<file path="src/pkg/iod_pkg.sv">
// constants and types for the i/o port decoder
`default_nettype none

package iod_pkg;

    // ----------------------------------------------------------------
    // device indices (address bits 4:2)
    // ----------------------------------------------------------------
    localparam int unsigned NUM_DEV      = 8;
    localparam logic [2:0]  DEV_SYSSEL   = 3'h0;
    localparam logic [2:0]  DEV_TIMER    = 3'h1;
    localparam logic [2:0]  DEV_DISK     = 3'h2;
    localparam logic [2:0]  DEV_SERIAL   = 3'h3;
    localparam logic [2:0]  DEV_PARPORT  = 3'h4;
    localparam logic [2:0]  DEV_KEYBOARD = 3'h5;
    localparam logic [2:0]  DEV_RTC      = 3'h6;
    localparam logic [2:0]  DEV_VIDEO    = 3'h7;

    // ----------------------------------------------------------------
    // address line positions
    // ----------------------------------------------------------------
    localparam int unsigned ADDR_DEV_LSB = 2;
    localparam int unsigned ADDR_DEV_MSB = 4;
    localparam int unsigned ADDR_HIGH    = 7;
    localparam int unsigned ADDR_PIA_A   = 1;
    localparam int unsigned ADDR_PIA_B   = 3;

    // ----------------------------------------------------------------
    // functions inside a four-port range
    // ----------------------------------------------------------------
    localparam logic [1:0]  FN_PORT_A    = 2'h0;
    localparam logic [1:0]  FN_PORT_B    = 2'h1;
    localparam logic [1:0]  FN_CTRL      = 2'h2;
    localparam logic [1:0]  FN_VECTOR    = 2'h3;
    localparam logic [1:0]  FN_BAUD_A    = 2'h0;
    localparam logic [1:0]  FN_BAUD_B    = 2'h1;
    localparam logic [1:0]  FN_MOTOR     = 2'h2;
    localparam logic [1:0]  FN_SIO_RR2   = 2'h2;
    localparam int unsigned DISK_LPORTS  = 5;
    localparam int unsigned PB_OUT_BITS  = 6;

    // ----------------------------------------------------------------
    // apb register map (byte addresses)
    // ----------------------------------------------------------------
    localparam logic [7:0]  OFS_CTRL     = 8'h00;
    localparam logic [7:0]  OFS_STATUS   = 8'h04;
    localparam logic [7:0]  OFS_SIOBASE  = 8'h08;
    localparam logic [7:0]  OFS_LASTVEC  = 8'h0C;

    // ----------------------------------------------------------------
    // reset values
    // ----------------------------------------------------------------
    localparam logic [1:0]  RST_CTRL     = 2'h1;
    localparam logic [7:0]  RST_SIOBASE  = 8'hE0;
    localparam logic [7:0]  RST_PIAVEC   = 8'hFE;
    localparam logic [7:0]  RST_BYTE     = 8'h00;

    // ----------------------------------------------------------------
    // carriers
    // ----------------------------------------------------------------
    typedef struct packed {
        logic       active;
        logic       rd;
        logic [7:0] addr;
        logic [7:0] wdata;
    } iod_cyc_t;

    typedef struct packed {
        logic       valid;
        logic       rd;
        logic [2:0] dev;
        logic [1:0] fn;
    } iod_last_t;

endpackage : iod_pkg

`default_nettype wire

</file>
<file path="src/core/iod_port_decode.sv">
// i/o port decoder with system-select port and interrupt vectoring
// ----------------------------------------------------------------
// Functional notes
// - device index comes from address lines 2, 3, 4 and 7 only
// - selects only assert while the i/o chip select is active
// - at most one device select is high in any cycle
// - address bits 0 and 1 pass on as function within the device
// - transfer direction follows the processor read/write line
// - eight devices take consecutive four-port ranges from 00 to 1F
// - disk takes ports 08-0B; port 08 splits read/write, five logical ports
// - port 04 baud A, 05 baud B, 06 motor speed unimplemented
// - system-select port also uses address lines 1, 3 and timing enable
// - all eight port A lines drive the bank-select outputs
// - port B bits 0-5 are outputs, bits 6-7 modem inputs
// - control lines carry dma, keyboard, clock irqs and 50/60 select
// - clock select outputs choose internal generator or attached device
// - on acknowledge a one-byte vector is driven as handler low byte
// - serial vector takes one of 8 values by channel and cause
// - last serial vector is readable through serial read register 2
// ----------------------------------------------------------------
//
// The APB interface to the registers and the register offsets were left to the implementer.
`timescale 1ns/1ps
`default_nettype none

module iod_port_decode #(
    parameter int unsigned NUM_DEV = iod_pkg::NUM_DEV
) (
    // clock and reset
    input  wire logic                clk_unused_n,
    input  wire logic                pclk,
    input  wire logic                presetn,
    // apb slave
    input  wire logic                psel,
    input  wire logic                penable,
    input  wire logic                pwrite,
    input  wire logic [7:0]          paddr,
    input  wire logic [31:0]         pwdata,
    output logic [31:0]              prdata,
    output logic                     pready,
    output logic                     pslverr,
    // processor port cycle
    input  wire logic                io_cs_n,
    input  wire logic                io_rd,
    input  wire logic [7:0]          cpu_addr,
    input  wire logic [7:0]          cpu_wdata,
    output logic [7:0]               cpu_rdata,
    output logic                     cpu_rdata_oe,
    // interrupt acknowledge
    input  wire logic                int_ack,
    input  wire logic                sio_irq_pend,
    input  wire logic [2:0]          sio_irq_cause,
    // device selects
    output logic [NUM_DEV-1:0]       dev_sel,
    output logic [1:0]               dev_fn,
    output logic                     dev_rd,
    output logic                     dev_wr,
    output logic [1:0]               syssel_rs,
    output logic                     baud_a_sel,
    output logic                     baud_b_sel,
    output logic [iod_pkg::DISK_LPORTS-1:0] disk_lport,
    input  wire logic                timing_en,
    // system-select port lines
    output logic [7:0]               bank_line,
    output logic                     density_select_out,
    output logic                     drive_a_select_out,
    output logic                     drive_b_select_out,
    output logic                     speaker_out,
    output logic                     rx_clock_select_out,
    output logic                     tx_clock_select_out,
    input  wire logic                modem_ready_in,
    input  wire logic                modem_ring_in,
    input  wire logic                dma_irq_line,
    input  wire logic                keyboard_irq_line,
    input  wire logic                clock_tick_irq_line,
    output logic                     line_freq_select_out
);

    // ----------------------------------------------------------------
    // cycle capture and decode
    // ----------------------------------------------------------------
    iod_pkg::iod_cyc_t  cyc;
    logic [2:0]         dev_idx;
    logic               addr_hit;
    logic               dec_en;
    logic [1:0]         ctrl_q, ctrl_d;

    always_comb begin
        cyc.active = ~io_cs_n;
        cyc.rd     = io_rd;
        cyc.addr   = cpu_addr;
        cyc.wdata  = cpu_wdata;
    end

    assign dev_idx  = cyc.addr[iod_pkg::ADDR_DEV_MSB:iod_pkg::ADDR_DEV_LSB];
    assign dec_en   = ctrl_q[0];
    // lines 5 and 6 are not decoded, so 20-7F alias below 20
    assign addr_hit = cyc.active & dec_en & ~cyc.addr[iod_pkg::ADDR_HIGH];

    // ----------------------------------------------------------------
    // select registers
    // ----------------------------------------------------------------
    logic [NUM_DEV-1:0]              sel_q, sel_d;
    logic [1:0]                      fn_q, fn_d;
    logic                            rd_q, rd_d, wr_q, wr_d;
    logic [1:0]                      rs_q, rs_d;
    logic                            ba_q, ba_d, bb_q, bb_d;
    logic [iod_pkg::DISK_LPORTS-1:0] dl_q, dl_d;

    always_comb begin
        sel_d = '0;
        fn_d  = cyc.addr[1:0];
        rd_d  = addr_hit & cyc.rd;
        wr_d  = addr_hit & ~cyc.rd;
        rs_d  = {cyc.addr[iod_pkg::ADDR_PIA_B], cyc.addr[iod_pkg::ADDR_PIA_A]};
        ba_d  = 1'b0;
        bb_d  = 1'b0;
        dl_d  = '0;
        if (addr_hit) begin
            sel_d = NUM_DEV'(1) << dev_idx;
            // the system-select port only answers when the timing circuit allows
            if (dev_idx == iod_pkg::DEV_SYSSEL && !timing_en) begin
                sel_d = '0;
            end
            if (dev_idx == iod_pkg::DEV_TIMER) begin
                ba_d = (cyc.addr[1:0] == iod_pkg::FN_BAUD_A);
                bb_d = (cyc.addr[1:0] == iod_pkg::FN_BAUD_B);
            end
            if (dev_idx == iod_pkg::DEV_DISK) begin
                // port 08 reaches one register on read, another on write
                if (cyc.addr[1:0] == 2'h0) begin
                    dl_d = cyc.rd ? 5'h01 : 5'h02;
                end else begin
                    dl_d = 5'h01 << (3'(cyc.addr[1:0]) + 3'h1);
                end
            end
        end
    end

    always_ff @(posedge pclk or negedge presetn) begin
        if (!presetn) begin
            sel_q <= '0;
            fn_q  <= '0;
            rd_q  <= 1'b0;
            wr_q  <= 1'b0;
            rs_q  <= '0;
            ba_q  <= 1'b0;
            bb_q  <= 1'b0;
            dl_q  <= '0;
        end else begin
            sel_q <= sel_d;
            fn_q  <= fn_d;
            rd_q  <= rd_d;
            wr_q  <= wr_d;
            rs_q  <= rs_d;
            ba_q  <= ba_d;
            bb_q  <= bb_d;
            dl_q  <= dl_d;
        end
    end

    assign dev_sel    = sel_q;
    assign dev_fn     = fn_q;
    assign dev_rd     = rd_q;
    assign dev_wr     = wr_q;
    assign syssel_rs  = rs_q;
    assign baud_a_sel = ba_q;
    assign baud_b_sel = bb_q;
    assign disk_lport = dl_q;

    // ----------------------------------------------------------------
    // system-select port registers and vectors
    // ----------------------------------------------------------------
    logic                            sys_wr, sys_rd;
    logic [7:0]                      pa_q, pa_d;
    logic [iod_pkg::PB_OUT_BITS-1:0] pb_q, pb_d;
    logic                            lf_q, lf_d;
    logic [7:0]                      piavec_q, piavec_d;
    logic [7:0]                      siobase_q, siobase_d;
    logic [7:0]                      lastvec_q, lastvec_d;
    logic [7:0]                      ack_vec;
    logic                            pia_irq;
    logic                            sio_rr2_rd;

    assign sys_wr  = addr_hit & ~cyc.rd & timing_en & (dev_idx == iod_pkg::DEV_SYSSEL);
    assign sys_rd  = addr_hit & cyc.rd & timing_en & (dev_idx == iod_pkg::DEV_SYSSEL);
    assign pia_irq = dma_irq_line | keyboard_irq_line | clock_tick_irq_line;
    assign sio_rr2_rd = addr_hit & cyc.rd & (dev_idx == iod_pkg::DEV_SERIAL)
                      & (cyc.addr[1:0] == iod_pkg::FN_SIO_RR2);

    // status-affects-vector: cause lands in bits 3:1, eight distinct bytes
    assign ack_vec = sio_irq_pend ? {siobase_q[7:4], sio_irq_cause, 1'b0}
                                  : piavec_q;

    always_comb begin
        pa_d      = pa_q;
        pb_d      = pb_q;
        lf_d      = lf_q;
        piavec_d  = piavec_q;
        siobase_d = siobase_q;
        lastvec_d = lastvec_q;
        if (sys_wr) begin
            unique case (cyc.addr[1:0])
                iod_pkg::FN_PORT_A: pa_d     = cyc.wdata;
                iod_pkg::FN_PORT_B: pb_d     = cyc.wdata[iod_pkg::PB_OUT_BITS-1:0];
                iod_pkg::FN_CTRL:   lf_d     = cyc.wdata[0];
                iod_pkg::FN_VECTOR: piavec_d = cyc.wdata;
            endcase
        end
        if (psel && penable && pwrite && paddr == iod_pkg::OFS_SIOBASE) begin
            siobase_d = pwdata[7:0];
        end
        if (int_ack && sio_irq_pend) begin
            lastvec_d = ack_vec;
        end
    end

    always_ff @(posedge pclk or negedge presetn) begin
        if (!presetn) begin
            pa_q      <= iod_pkg::RST_BYTE;
            pb_q      <= '0;
            lf_q      <= 1'b0;
            piavec_q  <= iod_pkg::RST_PIAVEC;
            siobase_q <= iod_pkg::RST_SIOBASE;
            lastvec_q <= iod_pkg::RST_BYTE;
        end else begin
            pa_q      <= pa_d;
            pb_q      <= pb_d;
            lf_q      <= lf_d;
            piavec_q  <= piavec_d;
            siobase_q <= siobase_d;
            lastvec_q <= lastvec_d;
        end
    end

    assign bank_line            = pa_q;
    assign density_select_out   = pb_q[0];
    assign drive_a_select_out   = pb_q[1];
    assign drive_b_select_out   = pb_q[2];
    assign speaker_out          = pb_q[3];
    assign rx_clock_select_out  = pb_q[4];
    assign tx_clock_select_out  = pb_q[5];
    assign line_freq_select_out = lf_q;

    // ----------------------------------------------------------------
    // processor read data
    // ----------------------------------------------------------------
    logic [7:0] rdat_q, rdat_d;
    logic       roe_q, roe_d;

    always_comb begin
        rdat_d = '0;
        roe_d  = 1'b0;
        if (int_ack) begin
            rdat_d = ack_vec;
            roe_d  = sio_irq_pend | pia_irq;
        end else if (sio_rr2_rd) begin
            rdat_d = lastvec_q;
            roe_d  = 1'b1;
        end else if (sys_rd) begin
            roe_d = 1'b1;
            unique case (cyc.addr[1:0])
                iod_pkg::FN_PORT_A: rdat_d = pa_q;
                iod_pkg::FN_PORT_B: rdat_d = {modem_ring_in, modem_ready_in, pb_q};
                iod_pkg::FN_CTRL:   rdat_d = {4'h0, clock_tick_irq_line,
                                              keyboard_irq_line, dma_irq_line, lf_q};
                iod_pkg::FN_VECTOR: rdat_d = piavec_q;
            endcase
        end
    end

    always_ff @(posedge pclk or negedge presetn) begin
        if (!presetn) begin
            rdat_q <= '0;
            roe_q  <= 1'b0;
        end else begin
            rdat_q <= rdat_d;
            roe_q  <= roe_d;
        end
    end

    assign cpu_rdata    = rdat_q;
    assign cpu_rdata_oe = roe_q;

    // ----------------------------------------------------------------
    // apb slave, zero wait states
    // ----------------------------------------------------------------
    iod_pkg::iod_last_t last_q, last_d;
    logic [31:0]        prd_q, prd_d;
    logic               map_hit;

    assign map_hit = (paddr == iod_pkg::OFS_CTRL) || (paddr == iod_pkg::OFS_STATUS)
                  || (paddr == iod_pkg::OFS_SIOBASE) || (paddr == iod_pkg::OFS_LASTVEC);

    always_comb begin
        ctrl_d = ctrl_q;
        last_d = last_q;
        prd_d  = prd_q;
        if (addr_hit) begin
            last_d.valid = 1'b1;
            last_d.rd    = cyc.rd;
            last_d.dev   = dev_idx;
            last_d.fn    = cyc.addr[1:0];
        end
        if (psel && penable && pwrite && paddr == iod_pkg::OFS_CTRL) begin
            ctrl_d = pwdata[1:0];
        end
        if (psel && !penable) begin
            unique case (paddr)
                iod_pkg::OFS_CTRL:    prd_d = {30'h0, ctrl_q};
                iod_pkg::OFS_STATUS:  prd_d = {24'h0, sel_q};
                iod_pkg::OFS_SIOBASE: prd_d = {24'h0, siobase_q};
                iod_pkg::OFS_LASTVEC: prd_d = {16'h0, 1'b0, last_q, lastvec_q};
                default:              prd_d = '0;
            endcase
        end
    end

    always_ff @(posedge pclk or negedge presetn) begin
        if (!presetn) begin
            ctrl_q <= iod_pkg::RST_CTRL;
            last_q <= '0;
            prd_q  <= '0;
        end else begin
            ctrl_q <= ctrl_d;
            last_q <= last_d;
            prd_q  <= prd_d;
        end
    end

    assign prdata  = prd_q;
    assign pready  = 1'b1;
    assign pslverr = psel & penable & ~map_hit;
endmodule : iod_port_decode

`default_nettype wire

</file>
<file path="config.mk">
export PLATFORM = sky130hd
export DESIGN_NAME = iod_port_decode
export DESIGN_NICKNAME = d
export VERILOG_FILES = /design/src/pkg/iod_pkg.sv /design/src/core/iod_port_decode.sv
export SDC_FILE = /design/constraint.sdc
export NUM_CORES = 1
export LEC_CHECK = 0
export BUFFER_PORTS_ARGS = -buffer_cell sky130_fd_sc_hd__clkbuf_2
export CORE_MARGIN = 5
export CORE_UTILIZATION = 49
export CTS_CLUSTER_SIZE = 16
export DETAILED_ROUTE_END_ITERATION = 8
export PLACE_DENSITY = 0.91
export SLEW_MARGIN = 0
export SYNTH_ARGS = -nofsm -noshare
export SYNTH_HDL_FRONTEND = slang
export SYNTH_SLANG_ARGS = --single-unit
</file>
<file path="constraint.sdc">
create_clock -name pclk -period 2.12 [get_ports pclk]
set_input_delay 0.106 -clock pclk [delete_from_list [all_inputs] [get_ports pclk]]
set_output_delay 0.106 -clock pclk [all_outputs]
set_load 0.05 [all_outputs]
</file>
### After elaboration in Yosys (flattened, before gate mapping)

Cells that the tools add are included.

* output and inout bits: 79
* register bits: 110

* eq/ne operators: 9
* bitwise logic cells: 19
* shifts and indexed selects: 2
* reduce and logical (&&, ||, !) cells: 19
* $add $sub $neg: 1
* muxes and demuxes: 19

Operators by type and width (number)
* $pmux W15 S4: 1
* $mux W8: 6
* $pmux W8 S4: 1
* $eq A8 B4 Y1 const B: 2
* $mux W5: 3
* $and A1 B1 Y1: 12
* $eq A8 B3 Y1 const B: 1
* $logic_not A8 Y1: 1
* $reduce_and A2 Y1: 4
* $shl A1 B3 Y8 const A: 1
* $logic_and A1 B1 Y1: 7
* $mux W1: 7
* $eq A3 B2 Y1 const B: 2
* $shl A1 B3 Y5 const A: 1
* $eq A2 B2 Y1 const B: 2
* $not A1 Y1: 4
* $add A2 B1 Y3 const B: 1
* $eq A3 B1 Y1 const B: 1
* $logic_not A3 Y1: 1
* $logic_or A1 B1 Y1: 3
* $or A1 B1 Y1: 3
* $eq A2 B1 Y1 const B: 1
* $logic_not A1 Y1: 2
* $logic_not A2 Y1: 1
* $mux W2: 1

### Longest topological paths before layout

* word-level depth: 9
* gate-level depth with buffers: 5
* mapped depth without buffers: 3

### Least setup slack after synthesis

No wires, ideal clock.

* path type: flip-flop to flip-flop
* from: reg ctrl_q[0]
* to: reg piavec_q[0]
* stages on the path, launching flop included: 4
* data arrival time: 1.533 ns
* path slack: 0.462 ns
* library setup time: 0.125 ns
* data required time: 1.995 ns
* cell sequence: dfstp_2 nor4b_4 nand4_2 mux2_2

* longest elaborated chain between the ends: 6

Ends and longest elaborated chain
* from (decl): RTL line iod_port_decode.sv:86 `logic [1:0] ctrl_q, ctrl_d;`
* from (signal assigned): RTL line iod_port_decode.sv:321 `ctrl_q <= iod_pkg::RST_CTRL;`
* from (signal assigned): RTL line iod_port_decode.sv:325 `ctrl_q <= ctrl_d;`
* $and A1 B1 Y1 (2 in series): RTL line iod_port_decode.sv:98 `assign addr_hit = cyc.active & dec_en & ~cyc.addr[iod_pkg::ADDR_HIGH];`
* $and A1 B1 Y1 (3 in series): RTL line iod_port_decode.sv:185 `assign sys_wr = addr_hit & ~cyc.rd & timing_en & (dev_idx == iod_pkg::DEV_SYSSEL);`
* $reduce_and A2 Y1 (no line)
* to (signal assigned): RTL line iod_port_decode.sv:223 `piavec_q <= iod_pkg::RST_PIAVEC;`
* to (signal assigned): RTL line iod_port_decode.sv:230 `piavec_q <= piavec_d;`
* to (decl): RTL line iod_port_decode.sv:178 `logic [7:0] piavec_q, piavec_d;`

No other way between the ends.
A chain may end at the register's enable or synchronous reset.

### Worst setup path in the final report

* from: in cpu_addr[3]
* to: reg piavec_q[0]

* longest elaborated chain between the ends: 3

Ends and longest elaborated chain
* from (decl): RTL line iod_port_decode.sv:45 `input wire logic [7:0] cpu_addr,`
* $logic_not A3 Y1: RTL line iod_port_decode.sv:185
* $and A1 B1 Y1: RTL line iod_port_decode.sv:185
* $reduce_and A2 Y1 (no line)

No other way between the ends.

==> impl_metrics.env <==
export IMPL_required_ns=2.37
export IMPL_syn_to_final_growth_pct=21.03
export IMPL_p_sw_uw=832.5
export IMPL_grtUsageMet3_pct=5.716
export IMPL_drtIter0Drc=116
export IMPL_dp_final_hpwl_microns=7471
export IMPL_peakVddDrop_v=0.0004576
export IMPL_port_buffers=108
export IMPL_worst_path_max_fanout=10
export IMPL_ys_flop_type="dfrtp_1"
export IMPL_nNetsFinal=520
export IMPL_timing_worst_setup_path_type="in -> reg"
export IMPL_place_congestion=0.8028
export IMPL_cap_violations=0
export IMPL_coreArea_sq_mm=0.008217
export IMPL_gr_max_usage_layer="met2"
export IMPL_fin_setup_tns_ns=0
export IMPL_syn_avg_cell_area_sq_um=12.74
export IMPL_crit_path_end_kind="flip-flop"
export IMPL_cts_max_level=3
export IMPL_start_util_pct=50.25
export IMPL_report_final_setup_viol=0
export IMPL_syn_cell_area_sq_mm=0.004129
export IMPL_overflow=0
export IMPL_timing_hold_violations_final=0
export IMPL_min_from="cpu_wdata[1]"
export IMPL_vias=2957
export IMPL_clock_latency_ns=0.36
export IMPL_num_rows=33
export IMPL_cts_tree="yes"
export IMPL_viasPerCell=5.328
export IMPL_clk_pin_slew_ns=0.08
export IMPL_hold_depth=2
export IMPL_p_sw_share_pct=26.11
export IMPL_setup_ws_ns=0.1960
export IMPL_status="finished, final reports clean"
export IMPL_fp_dieW_microns=101.8
export IMPL_drive_gt1_share_pct=47.33
export IMPL_place_ws_ns=0.2423
export IMPL_grt_max_degree=74
export IMPL_hold_class="in -> reg"
export IMPL_clock_sinks=92
export IMPL_power_mw=3.189
export IMPL_ys_warnings_count=0
export IMPL_synth_edf_count=0
export IMPL_ys_seq_area_share_pct=56.09
export IMPL_wl_microns=9726
export IMPL_grt_use_total_pct=19.99
export IMPL_max_slew_worst_pin_slew_ns=0.8836
export IMPL_die_area_sq_mm=0.01036
export IMPL_grt_antenna_before_repair=0
export IMPL_rsz0062_at_grt="no"
export IMPL_wl_per_cell_microns=17.52
export IMPL_fin_skew_ns=0.004656
export IMPL_cp_start_kind="input pin"
export IMPL_fin_crit_sh_pct=90.76
export IMPL_min_period_ns=1.924
export IMPL_grt_pass1_wl_microns=15740
export IMPL_synth_area_leader_cell="dfrtp_1"
export IMPL_p_per_area_mw_per_mm2=638.0
export IMPL_antennaDiodeCount=0
export IMPL_synth_area_leaders="dfrtp_1 49%, mux2_2 17%, dfstp_2 7.0%"
export IMPL_clock_path_buffers=2
export IMPL_r2r_end="piavec_q[0]"
export IMPL_use_met1_pct=25.06
export IMPL_ys_types=42
export IMPL_synth_top_area_share_pct=49.09
export IMPL_ant_nets=0
export IMPL_timing_final_max_slew_violations=0
export IMPL_worstRegToRegCells=3
export IMPL_hold_path_end="bank_line[1]"
export IMPL_synth_most_common_cell="dfrtp_1"
export IMPL_power_frac_comb_pct=11.1
export IMPL_die_h_microns=101.8
export IMPL_power_frac_seq_pct=56.6
export IMPL_syn_inst=324
export IMPL_relSlewSlack_pct=41.09
export IMPL_r2r_setup_slack_ns=0.24
export IMPL_arrival_ns=2.17
export IMPL_r2r_start="ctrl_q[0]"
export IMPL_synth_commonest_cells="81 x dfrtp_1, 62 x mux2_2, 38 x nand2_1, 19 x buf_4, 19 x o21ai_0"
export IMPL_drc=0
export IMPL_p_leak_nw=2.523
export IMPL_use_met2_pct=34.26
export IMPL_ios=154
export IMPL_numCtsBuffers=9
export IMPL_max_clock_freq_mhz=519.7
export IMPL_synthArstFlopShare_pct=100.0
export IMPL_dr_pass1_iters=4
export IMPL_ys_ff_latch=92
export IMPL_grt_pass1_vias=3070
export IMPL_root_buffer="clkbuf_8"
export IMPL_p_int_mw=2.356
export IMPL_pwr_share_clk_pct=32.3
## metrics by stage
stage	hold WS (ns)	cells	instance area [sq um]	util [%]
final	0.009838	555	4997	60.82
after global routing	0.005605	555	4997	60.82
after CTS	0.0007686	554	4987	60.70
after detailed placement	0.2800	527	4712	57.35
after global placement	0.2632	527	4712	57.35
after floorplan	-0.1896	340	4189	-
## power by group through the flow
stage	Combinational, mW	Clock [mW]	Sequential (mW)
6_report	0.355	1.03	1.80
2_1_floorplan	0.210	0	1.86
3_3_place_gp	0.327	0	1.84
3_5_place_dp	0.338	0	1.84
4_1_cts	0.356	1.05	1.80
5_1_grt	0.385	1.12	1.81
## registers in the layout, indices dropped and copies added, names as in the netlist, 5 cells and up
register	count
bank_line	8
cpu_rdata	8
dev_sel	8
disk_lport	5
last_q	7
lastvec_q	8
pb_q	6
piavec_q	8
prdata	15
siobase_q	8
## worst max-delay path by stage
stage / cells after the start / startpoint / to
2_1_floorplan: 3 / ctrl_q[0] / piavec_q[0]
3_3_place_gp: 3 / ctrl_q[0] / piavec_q[0]
3_5_place_dp: 3 / ctrl_q[0] / piavec_q[0]
4_1_cts: 5 / cpu_addr[3] / piavec_q[0]
5_1_grt: 5 / cpu_addr[3] / piavec_q[0]
6_report: 5 / cpu_addr[3] / piavec_q[0]
## layout by cell type (no fill, tap or decap), drive strengths merged, types with 9 or more instances in the layout
cell type / instances
a22oi: 14
o21ai: 19
dfrtp: 81
dfstp: 11
conb: 18
dlygate4sd3: 12
clkbuf: 121
nor2: 9
mux2: 62
nand2: 38
## kinds of logic (layout without fill, tap and decap cells)
| group | count (synthesis) | count (layout) | synth area share (%) |
|---|---|---|---|
| other | 2 | 18 | 0.1819 |
| buffers and inverters | 37 | 147 | 5.212 |
| DFF | 92 | 92 | 56.09 |
| muxes | 68 | 68 | 20.18 |
| AOI/OAI and AO/OA | 41 | 41 | 6.364 |
| and+or+nand+nor | 84 | 84 | 11.97 |
## routing by layer
metal / vias to the layer above / part of all wire, %
li1: 1362 / -
met1: 1484 / 41
met5: - / 0
met2: 101 / 51
met3: 10 / 7.5
met4: 0 / 1.2
## repair_timing
item,in CTS,in global routing
setup buffers,0,0
hold endpoints to repair,73,1
resized for setup,0,0
hold buffers,11,1
## layout make-up
type | count | area (sq um)
Tap cell | 105 | 131.4
Timing Repair Buffer | 126 | 708.2
Sequential cell | 92 | 2316
Multi-Input combinational cell | 211 | 1658
Clock buffer | 14 | 152.6
Inverter | 5 | 18.77
Clock inverter | 2 | 12.51
Fill cell | 639 | 3219
## critical path: stages
cell and delay (ns):
dlygate4sd3_1 0.54, clkbuf_2 0.19, nor4b_2 0.57, nand4_2 0.38, mux2_2 0.38
No activity file was read; power rests on OpenSTA's default activity.
